$ cat config.mk
export PLATFORM = sky130hd
export DESIGN_NAME = mpta_top
export DESIGN_NICKNAME = d
export VERILOG_FILES = /design/src/hw/mpta_pkg.sv /design/src/hw/mpta_timer_adj.sv /design/src/hw/mpta_top.sv
export SDC_FILE = /design/constraint.sdc
export NUM_CORES = 1
export LEC_CHECK = 0
export ABC_CLOCK_PERIOD_IN_PS = 9100
export BUFFER_PORTS_ARGS = -buffer_cell sky130_fd_sc_hd__buf_2
export CAP_MARGIN = 5
export CORE_ASPECT_RATIO = 1.75
export CORE_MARGIN = 1.5
export CORE_UTILIZATION = 30
export CTS_CLUSTER_SIZE = 16
export DETAILED_ROUTE_END_ITERATION = 7
export PLACE_DENSITY = 0.44
export SLEW_MARGIN = 15
export SYNTH_ARGS = -nofsm -noshare
export SYNTH_HDL_FRONTEND = slang
export SYNTH_SLANG_ARGS = --single-unit
$ cat constraint.sdc
create_clock -name clock_in -period 9.1 [get_ports clock_in]
set_clock_uncertainty 0.1 [all_clocks]
set_input_delay 1.82 -clock clock_in [delete_from_list [all_inputs] [get_ports clock_in]]
set_output_delay 1.82 -clock clock_in [all_outputs]
set_load 0.01 [all_outputs]
$ cat src/hw/mpta_pkg.sv
`default_nettype none
package mpta_pkg;
   localparam int ADDR_W = 12;
   localparam int DATA_W = 32;
   // Register byte offsets
   localparam logic [11:0] OFS_WAKE_CTRL = 12'h0b8;
   localparam logic [11:0] OFS_TX_EVENT_SECONDS_HIGH_CAPTURE = 12'h0e8;
   localparam logic [11:0] OFS_PRECISION_TIMER_ADJUST = 12'h1d8;
   localparam logic [11:0] OFS_INT_STATUS = 12'h100;
   localparam logic [11:0] OFS_INT_MASK = 12'h104;
   localparam logic [11:0] OFS_TIMER_SEC_LO = 12'h110;
   localparam logic [11:0] OFS_TIMER_NS = 12'h114;
   localparam logic [11:0] OFS_TIMER_SEC_HI = 12'h118;
   // Field positions
   localparam int ARP_EN_BIT = 17;
   localparam int ADJUST_DIRECTION_BIT = 31;
   localparam int ADJUST_AMOUNT_MSB = 29;
   localparam int IRQ_TX_CAPTURE_BIT = 0;
   localparam int IRQ_ARP_WAKE_BIT = 1;
   localparam int IRQ_W = 2;
   localparam int SEC_W = 48;
   localparam int SEC_HI_W = 16;
   localparam int NS_W = 30;
   localparam logic [31:0] RESET_WORD = 32'h0000_0000;
   // AXI responses
   localparam logic [1:0] RESP_OKAY = 2'h0;
   localparam logic [1:0] RESP_SLVERR = 2'h2;
   // Timer
   localparam int unsigned NS_PER_SEC_INT = 1000000000;
   localparam int unsigned CLK_FREQ_HZ = 125000000;
   localparam logic [NS_W-1:0] NS_PER_SEC = NS_W'(NS_PER_SEC_INT);
   localparam logic [NS_W-1:0] NS_PER_CLK = NS_W'(NS_PER_SEC_INT / CLK_FREQ_HZ);
endpackage : mpta_pkg
`default_nettype wire

$ cat src/hw/mpta_timer_adj.sv
`timescale 1ns/1ps
`default_nettype none
module mpta_timer_adj #(
   parameter int SEC_W = mpta_pkg::SEC_W,
   parameter int NS_W = mpta_pkg::NS_W
) (
   input wire logic clock_in,
   input wire logic nrst_in,
   input wire logic adj_valid_in,
   input wire logic adj_dir_in,
   input wire logic [NS_W-1:0] adj_ns_in,
   output logic [SEC_W-1:0] sec_out,
   output logic [NS_W-1:0] ns_out
);
   logic [SEC_W-1:0] sec_r, sec_nxt;
   logic [NS_W-1:0] ns_r, ns_nxt;
   logic [NS_W-1:0] amt;
   logic [NS_W:0] sum;
   logic carry_whole, carry_part;

   always_comb begin
      amt = adj_ns_in;
      carry_whole = 1'b0;
      carry_part = 1'b0;
      sum = {1'b0, ns_r} + {1'b0, mpta_pkg::NS_PER_CLK};
      sec_nxt = sec_r;
      ns_nxt = ns_r;
      if (adj_valid_in) begin
         // Amount may exceed one second; fold the whole second first
         if (adj_ns_in >= mpta_pkg::NS_PER_SEC) begin
            amt = adj_ns_in - mpta_pkg::NS_PER_SEC;
            carry_whole = 1'b1;
         end
         if (!adj_dir_in) begin
            sum = {1'b0, ns_r} + {1'b0, amt};
            if (sum >= {1'b0, mpta_pkg::NS_PER_SEC}) begin
               sum = sum - {1'b0, mpta_pkg::NS_PER_SEC};
               carry_part = 1'b1;
            end
            ns_nxt = sum[NS_W-1:0];
            sec_nxt = sec_r + SEC_W'(carry_whole) + SEC_W'(carry_part);
         end else begin
            if (amt > ns_r) begin
               ns_nxt = ns_r + (mpta_pkg::NS_PER_SEC - amt);
               carry_part = 1'b1;
            end else begin
               ns_nxt = ns_r - amt;
            end
            sec_nxt = sec_r - SEC_W'(carry_whole) - SEC_W'(carry_part);
         end
      end else begin
         if (sum >= {1'b0, mpta_pkg::NS_PER_SEC}) begin
            ns_nxt = NS_W'(sum - {1'b0, mpta_pkg::NS_PER_SEC});
            sec_nxt = sec_r + SEC_W'(1'b1);
         end else begin
            ns_nxt = sum[NS_W-1:0];
         end
      end
   end

   always_ff @(posedge clock_in or negedge nrst_in) begin
      if (!nrst_in) begin
         sec_r <= '0;
         ns_r <= '0;
      end else begin
         sec_r <= sec_nxt;
         ns_r <= ns_nxt;
      end
   end

   assign sec_out = sec_r;
   assign ns_out = ns_r;
endmodule : mpta_timer_adj
`default_nettype wire

$ cat src/hw/mpta_top.sv
// Overview of operation
// ARP wake event only while enable set
// Transmit event SFD captures upper timer seconds
// Every capture sets its status bit; irq_out rises only while unmasked
// Adjust bit 31 selects subtract or add
// Adjust amount is nanoseconds, applied once
// Nanosecond overflow or underflow carries seconds
// Nanoseconds wrap at one billion
`timescale 1ns/1ps
`default_nettype none
module mpta_top (
   input wire logic clock_in,
   input wire logic nrst_in,
   // AXI4-Lite slave
   input wire logic [mpta_pkg::ADDR_W-1:0] s_axi_awaddr_in,
   input wire logic s_axi_awvalid_in,
   output logic s_axi_awready_out,
   input wire logic [mpta_pkg::DATA_W-1:0] s_axi_wdata_in,
   input wire logic [3:0] s_axi_wstrb_in,
   input wire logic s_axi_wvalid_in,
   output logic s_axi_wready_out,
   output logic [1:0] s_axi_bresp_out,
   output logic s_axi_bvalid_out,
   input wire logic s_axi_bready_in,
   input wire logic [mpta_pkg::ADDR_W-1:0] s_axi_araddr_in,
   input wire logic s_axi_arvalid_in,
   output logic s_axi_arready_out,
   output logic [mpta_pkg::DATA_W-1:0] s_axi_rdata_out,
   output logic [1:0] s_axi_rresp_out,
   output logic s_axi_rvalid_out,
   input wire logic s_axi_rready_in,
   // MAC side strobes on this clock
   input wire logic tx_event_sfd_in,
   input wire logic arp_request_in,
   output logic wake_event_out,
   output logic [mpta_pkg::SEC_W-1:0] timer_sec_out,
   output logic [mpta_pkg::NS_W-1:0] timer_ns_out,
   output logic irq_out
);
   localparam int SEC_W = mpta_pkg::SEC_W;
   localparam int NS_W = mpta_pkg::NS_W;
   localparam int SEC_HI_W = mpta_pkg::SEC_HI_W;
   localparam int IRQ_W = mpta_pkg::IRQ_W;

   // Bus state
   logic aw_hold_r, aw_hold_nxt;
   logic w_hold_r, w_hold_nxt;
   logic [mpta_pkg::ADDR_W-1:0] waddr_r, waddr_nxt;
   logic [31:0] wdata_r, wdata_nxt;
   logic [3:0] wstrb_r, wstrb_nxt;
   logic awready_r, awready_nxt;
   logic wready_r, wready_nxt;
   logic bvalid_r, bvalid_nxt;
   logic [1:0] bresp_r, bresp_nxt;
   logic arready_r, arready_nxt;
   logic rvalid_r, rvalid_nxt;
   logic [31:0] rdata_r, rdata_nxt;
   logic [1:0] rresp_r, rresp_nxt;

   // Block state
   logic arp_en_r, arp_en_nxt;
   logic [SEC_HI_W-1:0] captured_seconds_high_r, captured_seconds_high_nxt;
   logic [IRQ_W-1:0] int_status_r, int_status_nxt;
   logic [IRQ_W-1:0] int_mask_r, int_mask_nxt;
   logic irq_r, irq_nxt;
   logic wake_r, wake_nxt;
   logic adj_valid_r, adj_valid_nxt;
   logic adjust_direction_r, adjust_direction_nxt;
   logic [NS_W-1:0] adjust_amount_ns_r, adjust_amount_ns_nxt;
   logic [SEC_W-1:0] sec_r, sec_nxt;
   logic [NS_W-1:0] ns_r, ns_nxt;

   logic [SEC_W-1:0] timer_sec;
   logic [NS_W-1:0] timer_ns;
   logic aw_take, w_take, ar_take, wr_fire;
   logic [31:0] wmask, wval;
   logic [IRQ_W-1:0] irq_set, irq_clr;

   mpta_timer_adj #(
      .SEC_W(SEC_W),
      .NS_W(NS_W)
   ) u_timer (
      .clock_in(clock_in),
      .nrst_in(nrst_in),
      .adj_valid_in(adj_valid_r),
      .adj_dir_in(adjust_direction_r),
      .adj_ns_in(adjust_amount_ns_r),
      .sec_out(timer_sec),
      .ns_out(timer_ns)
   );

   // Write channel: address and data accepted in either order
   always_comb begin
      aw_take = s_axi_awvalid_in & awready_r;
      w_take = s_axi_wvalid_in & wready_r;
      wr_fire = aw_hold_r & w_hold_r & ~bvalid_r;
      aw_hold_nxt = aw_hold_r | aw_take;
      w_hold_nxt = w_hold_r | w_take;
      waddr_nxt = aw_take ? s_axi_awaddr_in : waddr_r;
      wdata_nxt = w_take ? s_axi_wdata_in : wdata_r;
      wstrb_nxt = w_take ? s_axi_wstrb_in : wstrb_r;
      bvalid_nxt = bvalid_r;
      bresp_nxt = bresp_r;
      if (bvalid_r && s_axi_bready_in) begin
         bvalid_nxt = 1'b0;
      end
      if (wr_fire) begin
         aw_hold_nxt = 1'b0;
         w_hold_nxt = 1'b0;
         bvalid_nxt = 1'b1;
         if (waddr_r == mpta_pkg::OFS_WAKE_CTRL) begin
            bresp_nxt = mpta_pkg::RESP_OKAY;
         end else if (waddr_r == mpta_pkg::OFS_PRECISION_TIMER_ADJUST) begin
            bresp_nxt = mpta_pkg::RESP_OKAY;
         end else if (waddr_r == mpta_pkg::OFS_INT_STATUS) begin
            bresp_nxt = mpta_pkg::RESP_OKAY;
         end else if (waddr_r == mpta_pkg::OFS_INT_MASK) begin
            bresp_nxt = mpta_pkg::RESP_OKAY;
         end else if (waddr_r == mpta_pkg::OFS_TX_EVENT_SECONDS_HIGH_CAPTURE) begin
            bresp_nxt = mpta_pkg::RESP_OKAY;
         end else if (waddr_r == mpta_pkg::OFS_TIMER_SEC_LO ||
                      waddr_r == mpta_pkg::OFS_TIMER_NS ||
                      waddr_r == mpta_pkg::OFS_TIMER_SEC_HI) begin
            bresp_nxt = mpta_pkg::RESP_OKAY;
         end else begin
            bresp_nxt = mpta_pkg::RESP_SLVERR;
         end
      end
      awready_nxt = ~aw_hold_nxt & ~bvalid_nxt;
      wready_nxt = ~w_hold_nxt & ~bvalid_nxt;
   end

   // Read channel: one cycle from address to data
   always_comb begin
      ar_take = s_axi_arvalid_in & arready_r;
      rvalid_nxt = rvalid_r;
      rdata_nxt = rdata_r;
      rresp_nxt = rresp_r;
      if (rvalid_r && s_axi_rready_in) begin
         rvalid_nxt = 1'b0;
      end
      if (ar_take) begin
         rvalid_nxt = 1'b1;
         rresp_nxt = mpta_pkg::RESP_OKAY;
         rdata_nxt = mpta_pkg::RESET_WORD;
         if (s_axi_araddr_in == mpta_pkg::OFS_WAKE_CTRL) begin
            rdata_nxt[mpta_pkg::ARP_EN_BIT] = arp_en_r;
         end else if (s_axi_araddr_in == mpta_pkg::OFS_TX_EVENT_SECONDS_HIGH_CAPTURE) begin
            rdata_nxt[SEC_HI_W-1:0] = captured_seconds_high_r;
         end else if (s_axi_araddr_in == mpta_pkg::OFS_PRECISION_TIMER_ADJUST) begin
            // Write-only: reads as zero
            rdata_nxt = mpta_pkg::RESET_WORD;
         end else if (s_axi_araddr_in == mpta_pkg::OFS_INT_STATUS) begin
            rdata_nxt[IRQ_W-1:0] = int_status_r;
         end else if (s_axi_araddr_in == mpta_pkg::OFS_INT_MASK) begin
            rdata_nxt[IRQ_W-1:0] = int_mask_r;
         end else if (s_axi_araddr_in == mpta_pkg::OFS_TIMER_SEC_LO) begin
            rdata_nxt = timer_sec[31:0];
         end else if (s_axi_araddr_in == mpta_pkg::OFS_TIMER_NS) begin
            rdata_nxt[NS_W-1:0] = timer_ns;
         end else if (s_axi_araddr_in == mpta_pkg::OFS_TIMER_SEC_HI) begin
            rdata_nxt[SEC_W-33:0] = timer_sec[SEC_W-1:32];
         end else begin
            rresp_nxt = mpta_pkg::RESP_SLVERR;
         end
      end
      arready_nxt = ~rvalid_nxt;
   end

   // Register effects, capture, wake and interrupts
   always_comb begin
      wmask = {{8{wstrb_r[3]}}, {8{wstrb_r[2]}}, {8{wstrb_r[1]}}, {8{wstrb_r[0]}}};
      wval = wdata_r & wmask;
      arp_en_nxt = arp_en_r;
      int_mask_nxt = int_mask_r;
      irq_clr = '0;
      adj_valid_nxt = 1'b0;
      adjust_direction_nxt = adjust_direction_r;
      adjust_amount_ns_nxt = adjust_amount_ns_r;
      if (wr_fire) begin
         if (waddr_r == mpta_pkg::OFS_WAKE_CTRL) begin
            if (wmask[mpta_pkg::ARP_EN_BIT]) begin
               arp_en_nxt = wdata_r[mpta_pkg::ARP_EN_BIT];
            end
         end else if (waddr_r == mpta_pkg::OFS_INT_MASK) begin
            int_mask_nxt = (int_mask_r & ~wmask[IRQ_W-1:0]) | wval[IRQ_W-1:0];
         end else if (waddr_r == mpta_pkg::OFS_INT_STATUS) begin
            irq_clr = wval[IRQ_W-1:0];
         end else if (waddr_r == mpta_pkg::OFS_PRECISION_TIMER_ADJUST) begin
            adj_valid_nxt = 1'b1;
            adjust_direction_nxt = wval[mpta_pkg::ADJUST_DIRECTION_BIT];
            adjust_amount_ns_nxt = wval[mpta_pkg::ADJUST_AMOUNT_MSB:0];
         end
      end
      wake_nxt = arp_request_in & arp_en_r;
      captured_seconds_high_nxt = captured_seconds_high_r;
      if (tx_event_sfd_in) begin
         captured_seconds_high_nxt = timer_sec[SEC_HI_W+31:32];
      end
      irq_set = '0;
      irq_set[mpta_pkg::IRQ_TX_CAPTURE_BIT] = tx_event_sfd_in;
      irq_set[mpta_pkg::IRQ_ARP_WAKE_BIT] = wake_nxt;
      // Set wins over a simultaneous write-one clear
      int_status_nxt = (int_status_r & ~irq_clr) | irq_set;
      irq_nxt = |(int_status_nxt & int_mask_nxt);
      sec_nxt = timer_sec;
      ns_nxt = timer_ns;
   end

   always_ff @(posedge clock_in or negedge nrst_in) begin
      if (!nrst_in) begin
         aw_hold_r <= 1'b0;
         w_hold_r <= 1'b0;
         waddr_r <= '0;
         wdata_r <= mpta_pkg::RESET_WORD;
         wstrb_r <= '0;
         awready_r <= 1'b0;
         wready_r <= 1'b0;
         bvalid_r <= 1'b0;
         bresp_r <= mpta_pkg::RESP_OKAY;
         arready_r <= 1'b0;
         rvalid_r <= 1'b0;
         rdata_r <= mpta_pkg::RESET_WORD;
         rresp_r <= mpta_pkg::RESP_OKAY;
         arp_en_r <= 1'b0;
         captured_seconds_high_r <= '0;
         int_status_r <= '0;
         int_mask_r <= '0;
         irq_r <= 1'b0;
         wake_r <= 1'b0;
         adj_valid_r <= 1'b0;
         adjust_direction_r <= 1'b0;
         adjust_amount_ns_r <= '0;
         sec_r <= '0;
         ns_r <= '0;
      end else begin
         aw_hold_r <= aw_hold_nxt;
         w_hold_r <= w_hold_nxt;
         waddr_r <= waddr_nxt;
         wdata_r <= wdata_nxt;
         wstrb_r <= wstrb_nxt;
         awready_r <= awready_nxt;
         wready_r <= wready_nxt;
         bvalid_r <= bvalid_nxt;
         bresp_r <= bresp_nxt;
         arready_r <= arready_nxt;
         rvalid_r <= rvalid_nxt;
         rdata_r <= rdata_nxt;
         rresp_r <= rresp_nxt;
         arp_en_r <= arp_en_nxt;
         captured_seconds_high_r <= captured_seconds_high_nxt;
         int_status_r <= int_status_nxt;
         int_mask_r <= int_mask_nxt;
         irq_r <= irq_nxt;
         wake_r <= wake_nxt;
         adj_valid_r <= adj_valid_nxt;
         adjust_direction_r <= adjust_direction_nxt;
         adjust_amount_ns_r <= adjust_amount_ns_nxt;
         sec_r <= sec_nxt;
         ns_r <= ns_nxt;
      end
   end

   assign s_axi_awready_out = awready_r;
   assign s_axi_wready_out = wready_r;
   assign s_axi_bvalid_out = bvalid_r;
   assign s_axi_bresp_out = bresp_r;
   assign s_axi_arready_out = arready_r;
   assign s_axi_rvalid_out = rvalid_r;
   assign s_axi_rdata_out = rdata_r;
   assign s_axi_rresp_out = rresp_r;
   assign wake_event_out = wake_r;
   assign irq_out = irq_r;
   // Registered copy of the timer, one cycle behind the counter
   assign timer_sec_out = sec_r;
   assign timer_ns_out = ns_r;
endmodule : mpta_top
`default_nettype wire

==> impl_summary.txt <==
----------------------------------------------------
[Worst setup path]
  Cell type of the slowest stage on the worst timing path ... sky130_fd_sc_hd__o21ai_0
  Critical path data arrival time ... 8590 ps
  Largest driver fanout on the critical path ... 6
  Required time worst endpoint ... ~9500 ps
  Largest incremental delay on the critical path ... between 500 and 600 ps
  Total stage count of the critical path ... 38
  Startpoint type of the worst setup path ... flop
  Path depth of the worst reg2reg path ... 38
  Kind of critical path ... reg -> reg
  Cell repeated most along the worst path ... sky130_fd_sc_hd__buf_4
  Cell family with most CP delay ... compound AO/OA/AOI/OAI gates
  Origin of the critical flop-to-flop path ... adjust_amount_ns_r[10]$_DFFE_PN0P_
  Critical path startpoint ... adjust_amount_ns_r[10]$_DFFE_PN0P_
  Worst Path Buf+Inv ... 11
  CP endpoint kind ... flop

[Floorplan]
  Die extent in y ... between 300 and 400 um
  Total Die Area ... 72800 sq um
  Boundary pin count ... 190
  Rows ... roughly 130
  Core Box Area ... 70500 sq um
  Die boundary width ... just over 200 um
  Starting Density ... a little under a third

[Timing]
  Unrepaired setup endpoints after global routing ... no
  Tightest Pin Transition ... roughly 1100 ps
  Worst rel slew slack ... between 20% and 30%
  Time the worst path needs with I/O delays and setup ... between 8000 and 9000 ps
  Accumulated negative setup slack ... 0 ps
  Number of max-slew violations in the final report ... 0
  Final setup fails ... 0
  Final worst path period share ... roughly 90%
  F_max ... ~120 MHz
  Final Hold Fails ... 0
  Final hold slack ... between 300 and 400 ps

[Final layout]
  Leading cell type in the layout, fill and taps excluded ... sky130_fd_sc_hd__dfrtp_1
  Post-Layout Cell Count ... 3607
  # nets final ... between 2000 and 3000
  Number of diodes added for antenna fixing ... 0
  Layout area overhead ... 17.1%
  Share of cells above drive strength 1 ... a little under a fifth
  Most frequent cells in the layout ... 297 x sky130_fd_sc_hd__dfrtp_1, 242 x sky130_fd_sc_hd__nand2_1, 185 x sky130_fd_sc_hd__buf_2

[Clock tree]
  Clock buffers created by TritonCTS ... 34
  Cts-stage hold buffer count ... 0
  Quantity of gates resized following cts ... 0
  Skew-Pair Late Insertion Delay ... approximately 590 ps
  Maximum count of clock buffers along a single path ... 3
  # clock sinks ... between 200 and 300
  Clk root buf ... sky130_fd_sc_hd__clkbuf_16
  Clk pin slew, worst setup/hold paths ... around 60 ps
  CTS HTree Levels ... 2
  Post-CTS Setup Repair Bufs ... 0
  Clock tree from TritonCTS ... yes

[Drt]
  Post-route DRC violation count ... 0
  Antenna-violating nets left ... 0
  Number of violations reported at the end of detailed-routing iteration 0 ... roughly 1000
  First-pass iteration count of the detailed router ... 5
  Routed vias ... slightly below 20000
  Vias per cell ... between 5 and 6
  Final wirelength ... slightly below 90 mm
  Routed length per placed instance ... approximately 24 um

[Synthesis]
  Number of flops mapped to enable cells by yosys ... 0
  Synth Area in Compound Gates ... a little under a fifth
  Number of distinct library cell variants in the gate-level netlist after synthesis ... 101
  Synth Area in Adders ... approximately 8.4%
  Fraction of registers with async set/reset ... 100%
  Count of warnings emitted by yosys ... 0
  Share of cell area taken by muxes after synthesis ... around 4.3%
  Most common flop cell mapped by yosys ... sky130_fd_sc_hd__dfrtp_1
  Simple-gate share of the synthesized area ... between 20% and 30%
  Synth Area per Inst ... ~8.7 sq um
  XOR/XNOR share of the synthesized area ... under 10%
  Combinational family with the most area after synthesis ... simple AND/OR/NAND/NOR gates
  Post-Synthesis Cells ... ~2500
  Post-synthesis instance area ... 21300 sq um
  Number of register bits inferred by synthesis ... approximately 300
  Portion of the post-synthesis area used by sequential elements ... a little over a third

[GRT]
  Antenna violations before repair ... 0
  Aggregate global-route resource usage ... 24.0%
  Wire length of the first global-routing pass ... ~130 mm
  Largest net degree at the start of global routing ... 135
  Global-route congestion overflow total ... 0
  Via count of the first global-routing pass ... roughly 20000

[Power]
  Leak pwr ... 11.1 nW
  PwrDens ... roughly 180 nW/um^2
  Peak supply drop ... between 0.15 and 0.2 mV

[Min path]
  Hold Crit Depth ... 2
  Classification of the worst-slack hold path ... reg -> reg
  Hold path start ... s_axi_rdata_out[11]$_DFFE_PN0P_

[Place]
  HPWL Detailed ... around 69 mm
  Number of instances in the placed design ... 3546
  Number of port buffers ... 186
  RePlAce Congestion ... roughly 0.94

[Job]
  Max-cap check violation count ... 0

[Run status]
  Run status ... finished, final reports clean

----------------------------------------------------
[Yosys cell counts, drive strengths merged (17+ instances only)]
library cell	instances	area (sq um)
ha	109	1360
a22o	17	149
xnor2	121	1060
a21o	21	158
o21ai	174	871
nor4	39	263
a22oi	17	141
xor2	47	412
mux2	69	777
a21oi	113	581
inv	148	556
dfrtp	299	7480
clkbuf	105	394
o211ai	23	173
a31oi	28	190
nor2	173	654
nand2	245	920
fa	21	420
or3	33	206
a221oi	20	175
nor3	93	475
and2	18	113
nand3	84	425
nor2b	20	133
o31ai	18	140
o22ai	23	150
a211oi	19	148
buf	35	211
nand2b	23	144
nand4	45	288
and3	24	150
[worst min-delay path: cells and delay by family, from the launching register on]
kind             cells  cell delay, ps
AO/OA/AOI/OAI        1              50
AND/OR/NAND/NOR      1              40
flip-flops           1             340
[registers in the layout (all words and copies together), names as in the netlist, 2 cells and up]
register and count:
int_mask_r 2, timer_ns_out 30, s_axi_rdata_out 32, timer_sec_out 48
u_timer.ns_out 30, wstrb_r 4, int_status_r 2, captured_seconds_high_r 16
waddr_r 12, u_timer.sec_out 48, wdata_r 31, adjust_amount_ns_r 30
[area by class of cell]
| class | instances | area [sq um] |
|---|---|---|
| clock inverter | 18 | 236 |
| timing repair buffer | 312 | 1910 |
| multi-input combinational | 1868 | 12700 |
| inverter | 150 | 563 |
| sequential | 299 | 7480 |
| clock buffer | 43 | 925 |
| fill | 7295 | 45600 |
| tap | 917 | 1150 |
[kinds of logic (layout without fill, tap and decap cells)]
group	after synthesis	after routing
AND/OR/NAND/NOR	878	878
buffers and inverters	290	523
AO/OA/AOI/OAI	606	606
flip-flops	299	299
other	1	2
XOR/XNOR	168	168
multiplexers	84	84
adder cells (fa/ha/maj)	130	130
[stage by stage]
| stage | util [%] | instance area (sq um) | power, mW | setup slack, ps |
|---|---|---|---|---|
| after detailed placement | 33.8 | 23800 | 3.12 | 848 |
| after global routing | 35.4 | 25000 | 4.81 | 296 |
| after floorplan | - | 21300 | 2.56 | 1230 |
| final | 35.4 | 25000 | 4.54 | 920 |
| after global placement | 33.8 | 23800 | 3.11 | 705 |
| after CTS | 35.4 | 25000 | 4.61 | 842 |
[metal layers]
metal	GRT usage, %	wire length, um
met2	46.3	47600
met1	24.1	31500
met3	2.43	2780
met5	0	0
met4	14.9	5950
[power breakdown]
group / switching (mW) / internal [mW] / total [mW]
Clock: 0.629 / 0.822 / 1.45
Combinational: 0.831 / 0.602 / 1.43
Sequential: 0.177 / 1.48 / 1.66
Total: 1.64 / 2.90 / 4.54
[final timing paths]
check	end	slack [ps]
setup / recovery	u_timer.sec_out[38]$_DFFE_PN0P_	920
hold / removal	s_axi_rdata_out[11]$_DFFE_PN0P_	370
setup reg to reg	u_timer.sec_out[38]$_DFFE_PN0P_	920
hold reg to reg	s_axi_rdata_out[11]$_DFFE_PN0P_	370
max in group asynchronous	captured_seconds_high_r[13]$_DFFE_PN0P_	6160
min in group asynchronous	timer_sec_out[33]$_DFF_PN0_	1140
Note: power is estimated with default switching activity, not from simulation.
